File: src/verilog/sadc_pkg.sv
package sadc_pkg;
   // Data-space addresses of the two converter registers
   localparam logic [7:0] RESULT_ADDR = 8'hD0;
   localparam logic [7:0] CTRL_ADDR = 8'hD1;
   // Control register field positions
   localparam int IRQ_EN_BIT = 7;
   localparam int DONE_BIT = 6;
   localparam int TRIG_BIT = 5;
   localparam int POWER_BIT = 4;
   localparam int CLKSEL_BIT = 2;
   localparam logic [7:0] CTRL_RESET = 8'h40;
   localparam logic [7:0] RESULT_RESET = 8'h00;
   // Converter clock dividers
   localparam int DIV_FAST = 6;
   localparam int DIV_SLOW = 12;
   // Typical conversion times with the reference oscillator
   localparam int CONV_FAST_NS = 35000;
   localparam int CONV_SLOW_NS = 70000;
   localparam int OSC_KHZ = 8000;
   // Converter-clock periods per conversion, nearest whole count
   localparam int CONV_TICKS =
      (CONV_FAST_NS * OSC_KHZ / 1000000 + DIV_FAST / 2) / DIV_FAST;
   localparam int RES_BITS = 8;
   localparam int SAR_FIRST = CONV_TICKS - RES_BITS;
   typedef enum logic {SADC_IDLE, SADC_CONV} sadc_state_t;
endpackage

File: src/verilog/sadc_tick_div.sv
`timescale 1ns/1ns
`default_nettype none
module sadc_tick_div (
   input wire logic clk_i,
   input wire logic nrst_i,
   input wire logic clr_i,
   input wire logic fast_i,
   output logic tick_o
);
   logic [3:0] cnt_r;
   logic [3:0] cnt_nxt;
   wire logic [3:0] last_w;

   // Divide by 6 or 12; the clear realigns phase at each start
   assign last_w = fast_i ? 4'(sadc_pkg::DIV_FAST - 1)
                          : 4'(sadc_pkg::DIV_SLOW - 1);
   assign tick_o = (cnt_r >= last_w) && !clr_i;
   assign cnt_nxt = (clr_i || cnt_r >= last_w) ? 4'h0 : cnt_r + 4'h1;

   always_ff @(posedge clk_i) begin
      if (!nrst_i) cnt_r <= 4'h0;
      else cnt_r <= cnt_nxt;
   end
endmodule // sadc_tick_div
`default_nettype wire

File: src/verilog/sadc_control.sv
// What this block does
// - Writing trigger one starts a conversion if power is one, and clears the done flag.
// - Finishing a conversion sets done, meaning result holds valid data.
// - One conversion per trigger write; never restarts on its own.
// - Trigger written during a conversion abandons it, and restarts it if power is one.
// - Trigger bit 5 is write-only and always reads zero.
// - Interrupt request follows done, masked when bit 7 is zero.
// - Done flag bit 6 is read-only, cleared only by trigger writes.
// - Power bit 4 enables converter; zero idles and powers it down.
// - Reset stops conversion, loads control with 40h, masks interrupt.
// - Clock-select bit 2: one divides by 6, zero divides by 12.
// - At 8 MHz, 35 us with divide-by-6, 70 us with divide-by-12.
// - Result found by successive approximation, MSB first, 8 bits.
// - Result kept in result register; control register holds settings.
// - Result register is read-only at data address 0D0h.
`timescale 1ns/1ns
`default_nettype none
module sadc_control (
   input wire logic clk_i,
   input wire logic nrst_i,
   input wire logic [7:0] bus_addr_i,
   input wire logic [7:0] bus_wdata_i,
   input wire logic bus_wr_i,
   input wire logic bus_rd_i,
   output logic [7:0] bus_rdata_o,
   input wire logic cmp_above_i,
   output logic [7:0] dac_code_o,
   output logic converter_power_on_o,
   output logic conv_busy_o,
   output logic irq_o
);
   sadc_pkg::sadc_state_t state_r;
   sadc_pkg::sadc_state_t state_nxt;
   logic done_irq_enable_r;
   logic done_r;
   logic done_nxt;
   logic converter_power_on_r;
   logic clock_divider_select_r;
   logic [5:0] step_r;
   logic [5:0] step_nxt;
   logic [7:0] trial_r;
   logic [7:0] trial_nxt;
   logic [7:0] result_r;
   logic [7:0] rdata_r;
   wire logic tick_w;
   wire logic ctrl_wr_w;
   wire logic start_w;
   wire logic stop_w;
   wire logic last_w;
   wire logic sar_step_w;
   wire logic [2:0] bit_idx_w;
   wire logic [7:0] ctrl_rd_w;
   wire logic [7:0] rd_mux_w;

   // Register decode; a trigger with power off clears done and aborts, never starts
   assign ctrl_wr_w = bus_wr_i && bus_addr_i == sadc_pkg::CTRL_ADDR;
   assign start_w = ctrl_wr_w && bus_wdata_i[sadc_pkg::TRIG_BIT]
      && bus_wdata_i[sadc_pkg::POWER_BIT];
   assign stop_w = ctrl_wr_w && !bus_wdata_i[sadc_pkg::POWER_BIT];
   assign last_w = step_r == 6'(sadc_pkg::CONV_TICKS - 1);
   assign sar_step_w = state_r == sadc_pkg::SADC_CONV && tick_w
      && step_r >= 6'(sadc_pkg::SAR_FIRST);
   assign bit_idx_w = 3'(sadc_pkg::CONV_TICKS - 1 - int'(step_r));

   sadc_tick_div u_div (
      .clk_i(clk_i),
      .nrst_i(nrst_i),
      .clr_i(start_w),
      .fast_i(clock_divider_select_r),
      .tick_o(tick_w)
   );

   // Sequencer: restart wins over everything, power-off aborts
   always_comb begin
      state_nxt = state_r;
      step_nxt = step_r;
      trial_nxt = trial_r;
      done_nxt = done_r;
      if (start_w) begin
         state_nxt = sadc_pkg::SADC_CONV;
         step_nxt = 6'h00;
         trial_nxt = 8'h80;
         done_nxt = 1'b0;
      end else if (ctrl_wr_w && bus_wdata_i[sadc_pkg::TRIG_BIT]) begin
         // Trigger with power off still powers down, so abort too
         state_nxt = sadc_pkg::SADC_IDLE;
         done_nxt = 1'b0;
      end else begin
         case (state_r)
            sadc_pkg::SADC_IDLE: begin
               state_nxt = sadc_pkg::SADC_IDLE;
            end
            sadc_pkg::SADC_CONV: begin
               if (stop_w) begin
                  state_nxt = sadc_pkg::SADC_IDLE;
               end else if (tick_w) begin
                  step_nxt = step_r + 6'h01;
                  if (last_w) begin
                     state_nxt = sadc_pkg::SADC_IDLE;
                     done_nxt = 1'b1;
                  end
               end
            end
            default: state_nxt = sadc_pkg::SADC_IDLE;
         endcase
      end
      // Decide one bit, then try the next lower one
      if (sar_step_w && !start_w && !stop_w) begin
         trial_nxt[bit_idx_w] = cmp_above_i;
         if (bit_idx_w != 3'h0) trial_nxt[bit_idx_w - 3'h1] = 1'b1;
      end
   end

   // Sequencer state and result capture
   always_ff @(posedge clk_i) begin
      if (!nrst_i) begin
         state_r <= sadc_pkg::SADC_IDLE;
         step_r <= 6'h00;
         trial_r <= 8'h00;
         done_r <= sadc_pkg::CTRL_RESET[sadc_pkg::DONE_BIT];
         result_r <= sadc_pkg::RESULT_RESET;
      end else begin
         state_r <= state_nxt;
         step_r <= step_nxt;
         trial_r <= trial_nxt;
         done_r <= done_nxt;
         if (state_r == sadc_pkg::SADC_CONV && state_nxt ==
             sadc_pkg::SADC_IDLE && done_nxt) begin
            result_r <= trial_nxt;
         end
      end
   end

   // Writable control bits; done and trigger are not stored here
   always_ff @(posedge clk_i) begin
      if (!nrst_i) begin
         done_irq_enable_r <= sadc_pkg::CTRL_RESET[sadc_pkg::IRQ_EN_BIT];
         converter_power_on_r <= sadc_pkg::CTRL_RESET[sadc_pkg::POWER_BIT];
         clock_divider_select_r <=
            sadc_pkg::CTRL_RESET[sadc_pkg::CLKSEL_BIT];
      end else if (ctrl_wr_w) begin
         done_irq_enable_r <= bus_wdata_i[sadc_pkg::IRQ_EN_BIT];
         converter_power_on_r <= bus_wdata_i[sadc_pkg::POWER_BIT];
         clock_divider_select_r <= bus_wdata_i[sadc_pkg::CLKSEL_BIT];
      end
   end

   // Read path; trigger and reserved bits read as zero
   assign ctrl_rd_w = {done_irq_enable_r, done_r, 1'b0,
      converter_power_on_r, 1'b0, clock_divider_select_r, 2'b00};
   assign rd_mux_w = bus_addr_i == sadc_pkg::CTRL_ADDR ? ctrl_rd_w
      : bus_addr_i == sadc_pkg::RESULT_ADDR ? result_r : 8'h00;

   always_ff @(posedge clk_i) begin
      if (!nrst_i) rdata_r <= 8'h00;
      else if (bus_rd_i) rdata_r <= rd_mux_w;
   end

   assign bus_rdata_o = rdata_r;
   assign dac_code_o = trial_r;
   assign converter_power_on_o = converter_power_on_r;
   assign conv_busy_o = state_r == sadc_pkg::SADC_CONV;
   assign irq_o = done_r && done_irq_enable_r;

   // Helper: clock cycles since the last start, saturating
   logic [15:0] age_r;
   always_ff @(posedge clk_i) begin
      if (!nrst_i || start_w) age_r <= 16'h0000;
      else if (age_r != 16'hFFFF) age_r <= age_r + 16'h0001;
   end
endmodule // sadc_control
`default_nettype wire

File: config.mk
export PLATFORM = sky130hd
export DESIGN_NAME = sadc_control
export DESIGN_NICKNAME = d
export VERILOG_FILES = /design/src/verilog/sadc_pkg.sv /design/src/verilog/sadc_tick_div.sv /design/src/verilog/sadc_control.sv
export SDC_FILE = /design/constraint.sdc
export NUM_CORES = 1
export LEC_CHECK = 0
export BUFFER_PORTS_ARGS = -buffer_cell sky130_fd_sc_hd__buf_2
export CAP_MARGIN = 20
export CORE_UTILIZATION = 30
export CTS_CLUSTER_DIAMETER = 40
export CTS_CLUSTER_SIZE = 20
export DETAILED_ROUTE_END_ITERATION = 6
export SYNTH_ARGS = -nofsm -noshare
export SYNTH_HDL_FRONTEND = slang
export SYNTH_SLANG_ARGS = --single-unit
File: constraint.sdc
create_clock -name clk_i -period 3.05 [get_ports clk_i]
set_clock_uncertainty 0.05 [all_clocks]
set_input_delay 0.305 -clock clk_i [delete_from_list [all_inputs] [get_ports clk_i]]
set_output_delay 0.305 -clock clk_i [all_outputs]
set_load 0.05 [all_outputs]
# [Word-level counts from Yosys, hierarchy flattened]
# Cells that the tools add are included.
[word_totals] register_bits=39 latch_bits=0 ramBits=0 rom_bits=0 input_bits=21 out_inout_bits=19 wordCells=74 n_memories=0
[classes] add_sub_neg=4 n_mul=0 div=0 n_lt_le_gt_ge=6 eq_ne=3 shifts=0 mux=23 n_bitwise=6 reduce_logical=22
[ops] cell="8-bit two-way mux" count=5
[ops] cell="8-bit equality test (second input constant)" count=2
[ops] cell="1-bit logical AND" count=14
[ops] cell="1-bit two-way mux" count=13
[ops] cell="8-bit bitwise mux" count=1
[ops] cell="3-bit by 4-bit < comparator with 1-bit output (second input constant)" count=2
[ops] cell="8-bit bitwise OR" count=1
[ops] cell="6-bit by 1-bit adder with 6-bit output (second input constant)" count=1
[ops] cell="1-bit demux with 3-bit select" count=2
[ops] cell="6-bit equality test (second input constant)" count=1
[ops] cell="3-bit by 1-bit >= comparator with 1-bit output (second input constant)" count=2
[ops] cell="6-bit >= comparator (second input constant)" count=1
[ops] cell="1-bit NOT" count=5
[ops] cell="4-bit by 1-bit adder with 4-bit output (second input constant)" count=1
[ops] cell="4-bit >= comparator" count=1
[ops] cell="4-bit two-way mux" count=1
[ops] cell="4-bit AND reduction" count=1
[ops] cell="2-bit OR reduction" count=2
[ops] cell="1-bit zero test" count=3
[ops] cell="3-bit nonzero test" count=1
[ops] cell="3-bit by 1-bit subtractor with 3-bit output (second input constant)" count=1
[ops] cell="3-bit subtractor (first input constant)" count=1
[ops] cell="1-bit case mux with 2 select lines" count=1
[ops] cell="1-bit logical OR" count=1

# [Logic depth before layout (Yosys ltp)]
# Gate-level depths: netlist (run 1).
[logic_depth] ltp_word=14 ltp_mapped=10 depth_no_buf=8

# [Modules after synthesis]
# Synthesis (run 1) repeated with hierarchy kept, for this count alone.
[hier_totals] cells_unflattened=216 area_unflattened_um2=1995.7
[modules_own_cells] mod="sadc_control" n_inst=1 cells_each=192 area_per_inst_um2=1749.2 seq_area_each_um2=700.7
[modules_own_cells] mod="sadc_tick_div" n_inst=1 cells_each=24 area_per_inst_um2=246.5 seq_area_each_um2=80.1

# [Least setup slack after synthesis (run 1)]
# Ideal clock, no wire load.
[synth_path] path_kind="reg2reg" from="reg clock_divider_select_r" to="reg result_r[3]" setup_time_ps=59 t_arrival_ps=2112 required_time_ps=2941 slack_ps=829 path_stages_with_launch=9 path_buffers=0 synth_period_minus_slack_ps=2221 path_cell_list="dfxtp_1 > inv_1 > ha_1 > nand2_1 > o21a_1 > or3_1 > or4_1 > nand4_1 > o211a_1"
[synth_between] elab_chain_cells=11 elab_cells_between_ends=21 classes_between="order compare (1); mux (12); bitwise (1); reduce/logical (7)"
[synth_rtl] item="start: declaration" line_no="sadc_control.sv:38" source="logic clock_divider_select_r;"
[synth_rtl] item="start signal: assignment" line_no="sadc_control.sv:139" source="clock_divider_select_r <="
[synth_rtl] item="start signal: assignment" line_no="sadc_control.sv:144" source="clock_divider_select_r <= bus_wdata_i[sadc_pkg::CLKSEL_BIT];"
[synth_rtl] item="4-bit two-way mux (*)" line_no="sadc_tick_div.sv:15" source="assign last_w = fast_i ? 4'(sadc_pkg::DIV_FAST - 1)"
[synth_rtl] item="4-bit >= comparator (*)" line_no="sadc_tick_div.sv:17" source="assign tick_o = (cnt_r >= last_w) && !clr_i;"
[synth_rtl] item="1-bit logical AND (*)" line_no="sadc_tick_div.sv:17"
[synth_rtl] item="1-bit two-way mux" line_no="sadc_control.sv:96" source="end else if (tick_w) begin"
[synth_rtl] item="1-bit two-way mux" line_no="sadc_control.sv:94" source="if (stop_w) begin"
[synth_rtl] item="1-bit case mux with 2 select lines" line_no="sadc_control.sv:89" source="case (state_r)"
[synth_rtl] item="1-bit two-way mux" line_no="sadc_control.sv:84" source="end else if (ctrl_wr_w && bus_wdata_i[sadc_pkg::TRIG_BIT]) begin"
[synth_rtl] item="1-bit two-way mux" line_no="sadc_control.sv:79" source="if (start_w) begin"
[synth_rtl] item="1-bit NOT" line_no="sadc_control.sv:127" source="if (state_r == sadc_pkg::SADC_CONV && state_nxt =="
[synth_rtl] item="1-bit logical AND" line_no="sadc_control.sv:127"
[synth_rtl] item="1-bit logical AND" line_no="sadc_control.sv:128" source="sadc_pkg::SADC_IDLE && done_nxt) begin"
[synth_rtl] item="end signal: assignment" line_no="sadc_control.sv:121" source="result_r <= sadc_pkg::RESULT_RESET;"
[synth_rtl] item="end signal: assignment" line_no="sadc_control.sv:129" source="result_r <= trial_nxt;"
[synth_rtl] item="end: declaration" line_no="sadc_control.sv:43" source="logic [7:0] result_r;"
# Mark *: on every way between the ends. The rest lies on a longest branch, timed or not.
# A chain may end at the register's enable or synchronous reset.

# [Worst setup path after layout (run 1)]
[layout_path] from="reg step_r[0]" to="reg result_r[5]"
[layout_between] elab_chain_cells=10 elab_cells_between_ends=37 classes_between="add/sub (2); order compare (5); eq/ne (1); mux (19); bitwise (2); reduce/logical (8)"
[layout_rtl] item="start: declaration" line_no="sadc_control.sv:39" source="logic [5:0] step_r;"
[layout_rtl] item="start signal: assignment" line_no="sadc_control.sv:124" source="step_r <= step_nxt;"
[layout_rtl] item="parallel branches: the longest is 10 deep, another holds 3-bit by 4-bit < comparator with 1-bit output"
# Several ways; the timed one is not identified.

==> out/results.ini, run 1 <==
[run_status]
status = finished clean

[setup_path]
arrival_ns = 2.70
critPathKind = reg2reg
required_ns = 3.18
r2r-start = step_r[0]
crit_chain = ha_1 > a211o_1 > nand2_1 > or3_1 > o311ai_0 > nand3_1 > o2bb2ai_1
r2r_slack_ns = 0.48
cp_slowest_cell = dfxtp_1
path_delay_family = compound AO/OA/AOI/OAI gates
r2r_cells = 7
end_kind = flop
critical_path.max_fanout = 12
worstSetupStartpointType = flop
cpPeakStageDelay_ns = 0.58
rr_endpoint = result_r[5]
worst-path-buf-inv = 0

[power]
power_frac_seq_pct = 51.0
powerDensity_mw_per_mm2 = 416.1
power.switching_mw = 0.2172
p_sw_share_pct = 21.49
p_leak_nw = 0.9796
power_mw = 1.011
power_frac_clock_pct = 44.6
power.internal_mw = 0.7934
pwr-share-comb_pct = 4.5
peakVddDrop_v = 0.0002127

[sta]
hold_viol_final = 0
rsz0062_at_grt = no
max_freq_mhz = 389.4
finalMaxSlewViolations = 0
worst_pin_slew_ns = 0.6220
min_period_ns = 2.568
setup_viol = 0
setup_total_negative_slack_ns = 0
period_share_pct = 84.19
slew_headroom_pct = 58.24

[cells_and_area]
final_area_sq_mm = 0.002429
drive_gt1_share_pct = 21.93
area_growth_pct = 18.43
regArea_sq_um = 780.7
multiInputGateArea_sq_mm = 0.001195
diodes = 0
fin_cells = 346
fillers = 686
final_nets = 296

[floorplanning]
rows = 29
die_height_um = 84.68
dieArea_sq_mm = 0.007171
core_sq_mm = 0.006459
start_util_pct = 31.75
die_w_um = 84.68
io_pins = 40

[detailed_routing]
drt_first_pass_iters = 6
vias_per_cell = 5.136
routedWlPerCell_um = 13.40
drtAntennaViolNets = 0
first_iter_violations = 56
drc_errors = 0
wirelength_um = 4636
vias = 1777

[place]
dp_hpwl_um = 3449
finalWeightedCongestion = 0.8123
dp_cells = 338
dpl-instance-area_sq_mm = 0.002311
port_buffers = 35

[logic_synthesis]
synth_top_area_share_pct = 38.07
syn_nets = 258
seq_area_frac_synth_pct = 38.07
netlist-cell-type-count = 57
synth.largest_area_cell = dfxtp_1
syn-cell-area_sq_mm = 0.002051
syn_area_per_cell_sq_um = 8.916
synth-seq-cells = 39
synth_area_leaders = dfxtp_1 (38%), nor2_1 (6.4%), ha_1 (4.3%)
async_reset_ff_share_pct = 0
synth_edf_count = 0
synth_cells = 230
yosysWarnings = 0
synthFlopType = dfxtp_1

[clock_tree]
cts_tree = done
hold_buffers = 0
cts_buffers = 5
cts_resized = 0
cts.path.max_buffers = 2
htreeDepth = 2
worstSkewPairLatency_ns = 0.29
clk_transition_reported_paths_ns = 0.08
cts-root-buf = clkbuf_8
numClockSinks = 39
post_cts_buffers = 0

[min_path]
hp-class = in2reg
holdPathEnd = clock_divider_select_r
min_from = bus_wdata_i[2]
hold_depth = 3

[global_routing]
grt_antenna_before_repair = 0
grt.overflow.total = 0
grt_pass1_vias = 1620
grt_first_pass_wirelength_um = 7769
grt_util_all_layers_pct = 13.51
grt_max_degree = 18

[run]
cap_violations = 0

[tightest hold or removal path, stage by stage]
cell and delay [ns]:
buf_2 0.08, mux2i_1 0.06, nor2_1 0.07
[state kept, by name (all words and copies together), names as in the netlist, 4 cells and up]
name,cells
result_r,8
bus_rdata_o,8
step_r,6
u_div.cnt_r,4
dac_code_o,8
[placed cells by master, fill, tap and decap left out, types with 2 or more instances in the layout]
cell type and n:
mux2i_1 8, inv_1 8, nand3_1 10, buf_2 35, xnor2_1 5, dfxtp_1 39, nor4_1 2, a22oi_1 3
buf_4 4, a21oi_2 2, o311a_1 2, or4_1 2, nor2b_1 4, xor2_1 3, nand2b_1 2, nor3_1 4
nand2_1 17, a31oi_1 3, clkbuf_8 6, o21a_1 2, ha_1 7, o2bb2ai_1 3, a21o_1 2, or3_1 2
and2_1 6, nor2_1 35, and3_1 3, a21oi_1 10, o21ai_0 3, o211ai_1 2, nand4_1 6, a32o_1 2
[through the flow]
| stage | utilization [%] | hold WS (ns) | setup slack (ns) |
|---|---|---|---|
| 4_1_cts | 37.60 | 0.2001 | 0.4652 |
| 3_3_place_gp | 35.78 | 0.3990 | 0.5435 |
| 5_1_grt | 37.60 | 0.2432 | 0.2956 |
| 3_5_place_dp | 35.78 | 0.4034 | 0.5027 |
| 6_report | 37.60 | 0.2079 | 0.4821 |
| 2_1_floorplan | - | 0.3787 | 0.8295 |
[routing by layer]
layer	track usage, %	wire (um)
met1	19.09	2420
met5	0	0
met2	20.99	2002
met3	2.950	183
met4	3.236	29
[area by class of cell]
cell class	count	area share, %
Multi-Input combinational cell	174	49.20
Sequential cell	39	32.15
Timing Repair Buffer	39	8.449
Tap cell	77	3.967
Clock buffer	6	3.400
Clock inverter	2	1.443
Inverter	9	1.391
[cells by family after synthesis]
logic type | count (synthesis) | synth area share [%]
flops | 39 | 38.07
buf+inv | 17 | 3.660
simple gates | 103 | 25.93
mux | 8 | 3.905
compound gates | 47 | 19.95
fa+ha+maj | 7 | 4.271
xor+xnor | 9 | 4.210
[cells in the mapped netlist (all sizes together) (2+ instances only)]
| master | number |
|---|---|
| nand2 | 18 |
| dfxtp | 39 |
| nand2b | 2 |
| a21oi | 12 |
| nor4 | 2 |
| ha | 7 |
| o2bb2ai | 3 |
| nand4 | 6 |
| a31oi | 3 |
| nor3 | 6 |
| mux2i | 8 |
| a21o | 2 |
| or3 | 3 |
| o211ai | 2 |
| buf | 4 |
| nand3 | 11 |
| o21a | 2 |
| nor2 | 35 |
| or4 | 2 |
| a22oi | 3 |
| o311ai | 2 |
| o21ai | 3 |
| and2 | 7 |
| xor2 | 4 |
| clkbuf | 4 |
| and3 | 3 |
| inv | 8 |
| nor2b | 4 |
| xnor2 | 5 |
| a32o | 2 |
| o311a | 2 |
[worst max-delay path by stage]
stage	start	to	slack [ns]	cells past startpoint
6_report	step_r[0]	result_r[5]	0.48	7
5_1_grt	step_r[0]	result_r[5]	0.30	7
4_1_cts	step_r[0]	result_r[5]	0.47	7
3_5_place_dp	step_r[0]	result_r[5]	0.50	7
3_3_place_gp	step_r[0]	dac_code_o[1]	0.54	7
2_1_floorplan	clock_divider_select_r	result_r[3]	0.83	8
[power by group through the flow]
stage / registers, mW / clock network, mW / logic (mW)
floorplan: 0.527 / 0 / 0.0263
detailed placement: 0.527 / 0 / 0.0452
global route: 0.516 / 0.481 / 0.0513
global placement: 0.527 / 0 / 0.0439
CTS: 0.515 / 0.460 / 0.0453
finish: 0.515 / 0.450 / 0.0451
Note: power is estimated with default switching activity, not from simulation.
==> run 2, diff against run 1 <==
==> constraint.sdc (replaced) <==
create_clock -name clk_i -period 2.4 [get_ports clk_i]
set_clock_uncertainty 0.05 [all_clocks]
set_input_delay 0.24 -clock clk_i [delete_from_list [all_inputs] [get_ports clk_i]]
set_output_delay 0.24 -clock clk_i [all_outputs]
set_load 0.05 [all_outputs]
==> out/results.ini, run 2 (synthesis gave the netlist of run 1 again) <==
[min_path]
hp-class = in2reg

[clock_tree]
clk_transition_reported_paths_ns = 0.08  ; about the same
hold_buffers = 0  ; unchanged
worstSkewPairLatency_ns = 0.29  ; about the same
cts_buffers = 5  ; unchanged
cts_resized = 0  ; unchanged
cts-root-buf = clkbuf_8
htreeDepth = 2  ; unchanged
post_cts_buffers = 0  ; unchanged
numClockSinks = 39  ; unchanged
cts_tree = done
cts.path.max_buffers = 2  ; unchanged

[sta]
rsz0062_at_grt = no
max_freq_mhz = 435.1  ; +12%
finalMaxSlewViolations = 0  ; unchanged
setup_viol = 0  ; unchanged
slew_headroom_pct = 67.33  ; +9.1 points
min_period_ns = 2.298  ; -0.2694 ns
worst_pin_slew_ns = 0.4883  ; -0.1337 ns
period_share_pct = 95.77  ; +12 points
hold_viol_final = 0  ; unchanged
setup_total_negative_slack_ns = 0  ; unchanged

[cells_and_area]
final_cell_mix = dfxtp_1 (38), buf_2 (35), nor2_1 (34)
final_nets = 311  ; +5.1%
diodes = 0  ; unchanged
area_growth_pct = 24.34
final_common_cell = dfxtp_1
fin_cells = 361  ; +4.3%
drive_gt1_share_pct = 27.82  ; +5.9 points
fillers = 684  ; -0.29%

[setup_path]
endpoint = result_r[3]
r2r-start = clock_divider_select_r
critical_path.startpoint = clock_divider_select_r
critical_path.max_fanout = 5  ; -7
end_kind = flop
required_ns = 2.59  ; -0.59 ns
rr_endpoint = result_r[3]
critPathKind = reg2reg
arrival_ns = 2.49  ; -0.21 ns
r2r_slack_ns = 0.10  ; -0.38 ns
worstSetupStartpointType = flop
r2r_cells = 8  ; +1

[detailed_routing]
drt_first_pass_iters = 7  ; +1
vias_per_cell = 5.069  ; -1.3%
drtAntennaViolNets = 0  ; unchanged
first_iter_violations = 63  ; +13%
wirelength_um = 4901  ; +5.7%
routedWlPerCell_um = 13.58  ; +1.3%
vias = 1830  ; +3.0%
drc_errors = 4  ; +4

[global_routing]
grt_util_all_layers_pct = 14.58  ; +1.1 points
grt_first_pass_wirelength_um = 8314  ; +7.0%
grt_max_degree = 17  ; -1
grt_pass1_vias = 1727  ; +6.6%
grt.overflow.total = 0  ; unchanged
grt_antenna_before_repair = 0  ; unchanged

[place]
dp_cells = 353  ; +4.4%
dp_hpwl_um = 3715  ; +7.7%
port_buffers = 35  ; unchanged
finalWeightedCongestion = 0.7863  ; -3.2%

[power]
p_leak_nw = 1.054  ; +7.6%
powerDensity_mw_per_mm2 = 452.2  ; +8.7%
peakVddDrop_v = 0.0002009  ; -5.5%

[run]
cap_violations = 0  ; unchanged

[floorplanning]
core_sq_mm = 0.006459  ; unchanged
rows = 29  ; unchanged
dieArea_sq_mm = 0.007171  ; unchanged
start_util_pct = 31.75  ; unchanged
io_pins = 40  ; unchanged
die_w_um = 84.68  ; unchanged
die_height_um = 84.68  ; unchanged

[run_status]
failed_checks = DRC
status = finished with violations

[run 2: changes by cell type in the layout (fill, tap and decap cells not counted), sizes merged]
cell      before  now
bufinv         1    0
buf           39   54
clkinvlp       0    1
[run 2: how the worst min path moves through the flow]
stage / endpoint / depth (start not counted) / startpoint
floorplan: clock_divider_select_r / 2 / bus_wdata_i[2]
finish: done_irq_enable_r / 3 / bus_wdata_i[7]
CTS: done_irq_enable_r / 3 / bus_wdata_i[7]
global placement: u_div.cnt_r[0] / 1 / u_div.cnt_r[0]
detailed placement: u_div.cnt_r[0] / 1 / u_div.cnt_r[0]
global route: done_irq_enable_r / 3 / bus_wdata_i[7]
[run 2: power breakdown]
group          internal [mW]  switching, mW  leakage, nW  total [mW]
Clock                  0.203          0.234       0.0412       0.437
Combinational         0.0234         0.0377        0.698      0.0611
Sequential             0.651        0.00403        0.315       0.655
[run 2: layout make-up]
type | instances | area (sq um) | share of cell area (%)
multi-input cells | 174 | 1222 | 47.94
inverters | 9 | 33.78 | 1.325
repair buffers | 54 | 330.3 | 12.95
clock buffers | 6 | 72.57 | 2.846
clock inverters | 2 | 12.51 | 0.4907
well taps | 77 | 96.34 | 3.778
flip-flops and latches | 39 | 782.0 | 30.67
[run 2: critical path: stages (launching register included)]
cell,delay (ns)
dfxtp_2,0.36
inv_1,0.05
ha_1,0.27
nand2_1,0.06
o21a_2,0.23
or3_4,0.42
or4_1,0.53
nand4_1,0.13
o211a_1,0.14
[run 2: layer usage]
metal  GRT usage (%)  part of all wire (%)  vias to the layer above
li1                -                     -                      935
met1           20.13                    50                      849
met2           22.25                    44                       36
met3           4.031                   3.9                       10
met4           4.160                   1.7                        0
met5               0                     0                        -
[run 2: through the flow]
step	power, mW	utilization [%]	worst slack (ns)	hold WS, ns	instance area [sq um]
after floorplan	0.7029	-	0.1795	0.3372	2051
after global placement	0.7289	37.72	0.06287	0.4004	2436
after detailed placement	0.7316	37.72	0.04496	0.4103	2436
after CTS	1.170	39.04	0.009736	0.1460	2521
after global routing	1.210	39.48	0.01076	0.1481	2550
final	1.153	39.48	0.1015	0.1519	2550
==> run 3, diff against run 2 <==
--- a/config.mk
+++ b/config.mk
@@ -11,6 +11,7 @@
 export CTS_CLUSTER_DIAMETER = 40
 export CTS_CLUSTER_SIZE = 20
 export DETAILED_ROUTE_END_ITERATION = 6
+export REMOVE_ABC_BUFFERS = 1
 export SYNTH_ARGS = -nofsm -noshare
 export SYNTH_HDL_FRONTEND = slang
 export SYNTH_SLANG_ARGS = --single-unit
==> out/results.ini, run 3 (synthesis gave the netlist of run 1 again) <==
[setup_path]
r2r_slack_ns = 0.15  ; +0.05 ns
path_delay_family = simple AND/OR/NAND/NOR gates
arrival_ns = 2.43  ; -0.06 ns
required_ns = 2.58  ; about the same
crit_chain = inv_1 > ha_1 > nand2_1 > o21a_1 > or3_4 > or4_1 > nand4_1 > o211a_1
end_kind = flop
critPathKind = reg2reg
cp_slowest_cell = or4_1
worst-path-buf-inv = 1  ; unchanged
rr_endpoint = result_r[3]
worstSetupStartpointType = flop
cpPeakStageDelay_ns = 0.51  ; -0.02 ns
r2r-start = clock_divider_select_r
critical_path.max_fanout = 5  ; unchanged
r2r_cells = 8  ; unchanged

[power]
power_frac_seq_pct = 56.4  ; -0.4 points
p_leak_nw = 1.061  ; +0.65%
power_frac_clock_pct = 38.5  ; +0.6 points
power.switching_mw = 0.2614  ; -5.1%
peakVddDrop_v = 0.0002620  ; +30%
pwr-share-comb_pct = 5.0  ; -0.3 points
powerDensity_mw_per_mm2 = 452.7  ; +0.11%
power.internal_mw = 0.8991  ; +2.5%
p_sw_share_pct = 22.53  ; -1.4 points

[sta]
setup_viol = 0  ; unchanged
setup_total_negative_slack_ns = 0  ; unchanged
rsz0062_at_grt = no
slew_headroom_pct = 65.17  ; -2.2 points
worst_pin_slew_ns = 0.5187  ; +0.03043 ns
min_period_ns = 2.250  ; -0.04817 ns
max_freq_mhz = 444.4  ; +2.1%
finalMaxSlewViolations = 0  ; unchanged
period_share_pct = 93.76  ; -2.0 points
hold_viol_final = 0  ; unchanged

[clock_tree]
clk_transition_reported_paths_ns = 0.07  ; about the same
cts-root-buf = clkbuf_8
cts_buffers = 5  ; unchanged
cts.path.max_buffers = 2  ; unchanged
htreeDepth = 2  ; unchanged
cts_tree = done
numClockSinks = 39  ; unchanged
worstSkewPairLatency_ns = 0.29  ; about the same

[cells_and_area]
drive_gt1_share_pct = 27.53  ; -0.29 points
final_nets = 315  ; +1.3%
fin_cells = 364  ; +0.83%
area_growth_pct = 25.02
final_core_util_pct = 39.69  ; +0.21 points
final_area_sq_mm = 0.002564  ; +0.54%
final_common_cell = dfxtp_1
final_cell_mix = dfxtp_1 (39), nor2_1 (35), buf_2 (35)
diodes = 0  ; unchanged
fillers = 675  ; -1.3%

[run]
cap_violations = 0  ; unchanged

[floorplanning]
die_height_um = 84.68  ; unchanged
dieArea_sq_mm = 0.007171  ; unchanged
core_sq_mm = 0.006459  ; unchanged
rows = 29  ; unchanged
io_pins = 40  ; unchanged
die_w_um = 84.68  ; unchanged
start_util_pct = 31.75  ; unchanged

[global_routing]
grt_antenna_before_repair = 0  ; unchanged
grt.overflow.total = 0  ; unchanged
grt_pass1_vias = 1869  ; +8.2%
grt_max_degree = 17  ; unchanged
grt_util_all_layers_pct = 14.76  ; +0.19 points
grt_first_pass_wirelength_um = 8569  ; +3.1%

[detailed_routing]
drc_errors = 0  ; -4
vias_per_cell = 5.060  ; -0.17%
wirelength_um = 4833  ; -1.4%
first_iter_violations = 103  ; +63%
routedWlPerCell_um = 13.28  ; -2.2%
drtAntennaViolNets = 0  ; unchanged
drt_first_pass_iters = 6  ; -1
vias = 1842  ; +0.66%

[place]
finalWeightedCongestion = 0.7957  ; +1.2%
dpl-instance-area_sq_mm = 0.002466  ; +1.2%
port_buffers = 35  ; unchanged
dp_hpwl_um = 3744  ; +0.76%
dp_cells = 357  ; +1.1%

[min_path]
hp-class = in2reg
holdPathEnd = done_irq_enable_r
min_from = bus_wdata_i[7]
hold_depth = 3  ; unchanged

[run_status]
status = finished clean

[run 3: power groups by stage]
| stage | clock (mW) | sequential (mW) | combinational (mW) |
|---|---|---|---|
| after CTS | 0.464 | 0.655 | 0.0593 |
| after global placement | 0 | 0.670 | 0.0577 |
| after detailed placement | 0 | 0.670 | 0.0591 |
| after global routing | 0.494 | 0.656 | 0.0674 |
| after floorplan | 0 | 0.669 | 0.0276 |
| final | 0.447 | 0.655 | 0.0586 |
[run 3: per-layer routing]
metal / GRT usage (%) / vias up / share of wire (%) / wire (um)
met5: 0 / - / 0 / 0
met4: 3.698 / 0 / 0.64 / 31
met3: 2.950 / 5 / 4.0 / 192
met2: 24.54 / 39 / 46 / 2200
met1: 19.63 / 859 / 50 / 2407
li1: - / 939 / - / -
[run 3: tightest hold or removal path, delay by kind of cell]
kind	cells	cell delay, ns
buffers and inverters	1	0.07
AND/OR/NAND/NOR	1	0.07
multiplexers	1	0.05
[run 3: per-stage QoR]
step / power (mW) / hold WS [ns] / setup WS [ns]
after CTS: 1.179 / 0.1324 / 0.06585
after floorplan: 0.6971 / 0.3117 / 0.1654
after detailed placement: 0.7291 / 0.4111 / 0.09333
after global placement: 0.7277 / 0.3974 / 0.1298
final: 1.161 / 0.1418 / 0.1497
after global routing: 1.217 / 0.1468 / 0.04289
[run 3: worst max-delay path by stage]
stage / start / to / slack, ns / cells after the start
after floorplan: bus_addr_i[1] / result_r[1] / 0.17 / 6
after global placement: clock_divider_select_r / result_r[5] / 0.13 / 8
after detailed placement: clock_divider_select_r / result_r[5] / 0.09 / 8
after CTS: clock_divider_select_r / result_r[5] / 0.07 / 8
after global routing: clock_divider_select_r / result_r[0] / 0.04 / 9
final: clock_divider_select_r / result_r[3] / 0.15 / 8
[run 3: area by class of cell]
cell class                 count  area [sq um]  area share, %
multi-input combinational    174          1205          47.00
tap                           77         96.34          3.758
inverter                       9         33.78          1.318
clock buffer                   6         82.58          3.221
sequential                    39         780.7          30.45
timing repair buffer          58         360.3          14.06
clock inverter                 1         5.005         0.1952
[run 3: repair_timing]
action	4_1_cts	5_1_grt
hold buffers	0	0
setup buffers	0	0
resized for setup	0	3
endpoints found under the setup margin	0	3
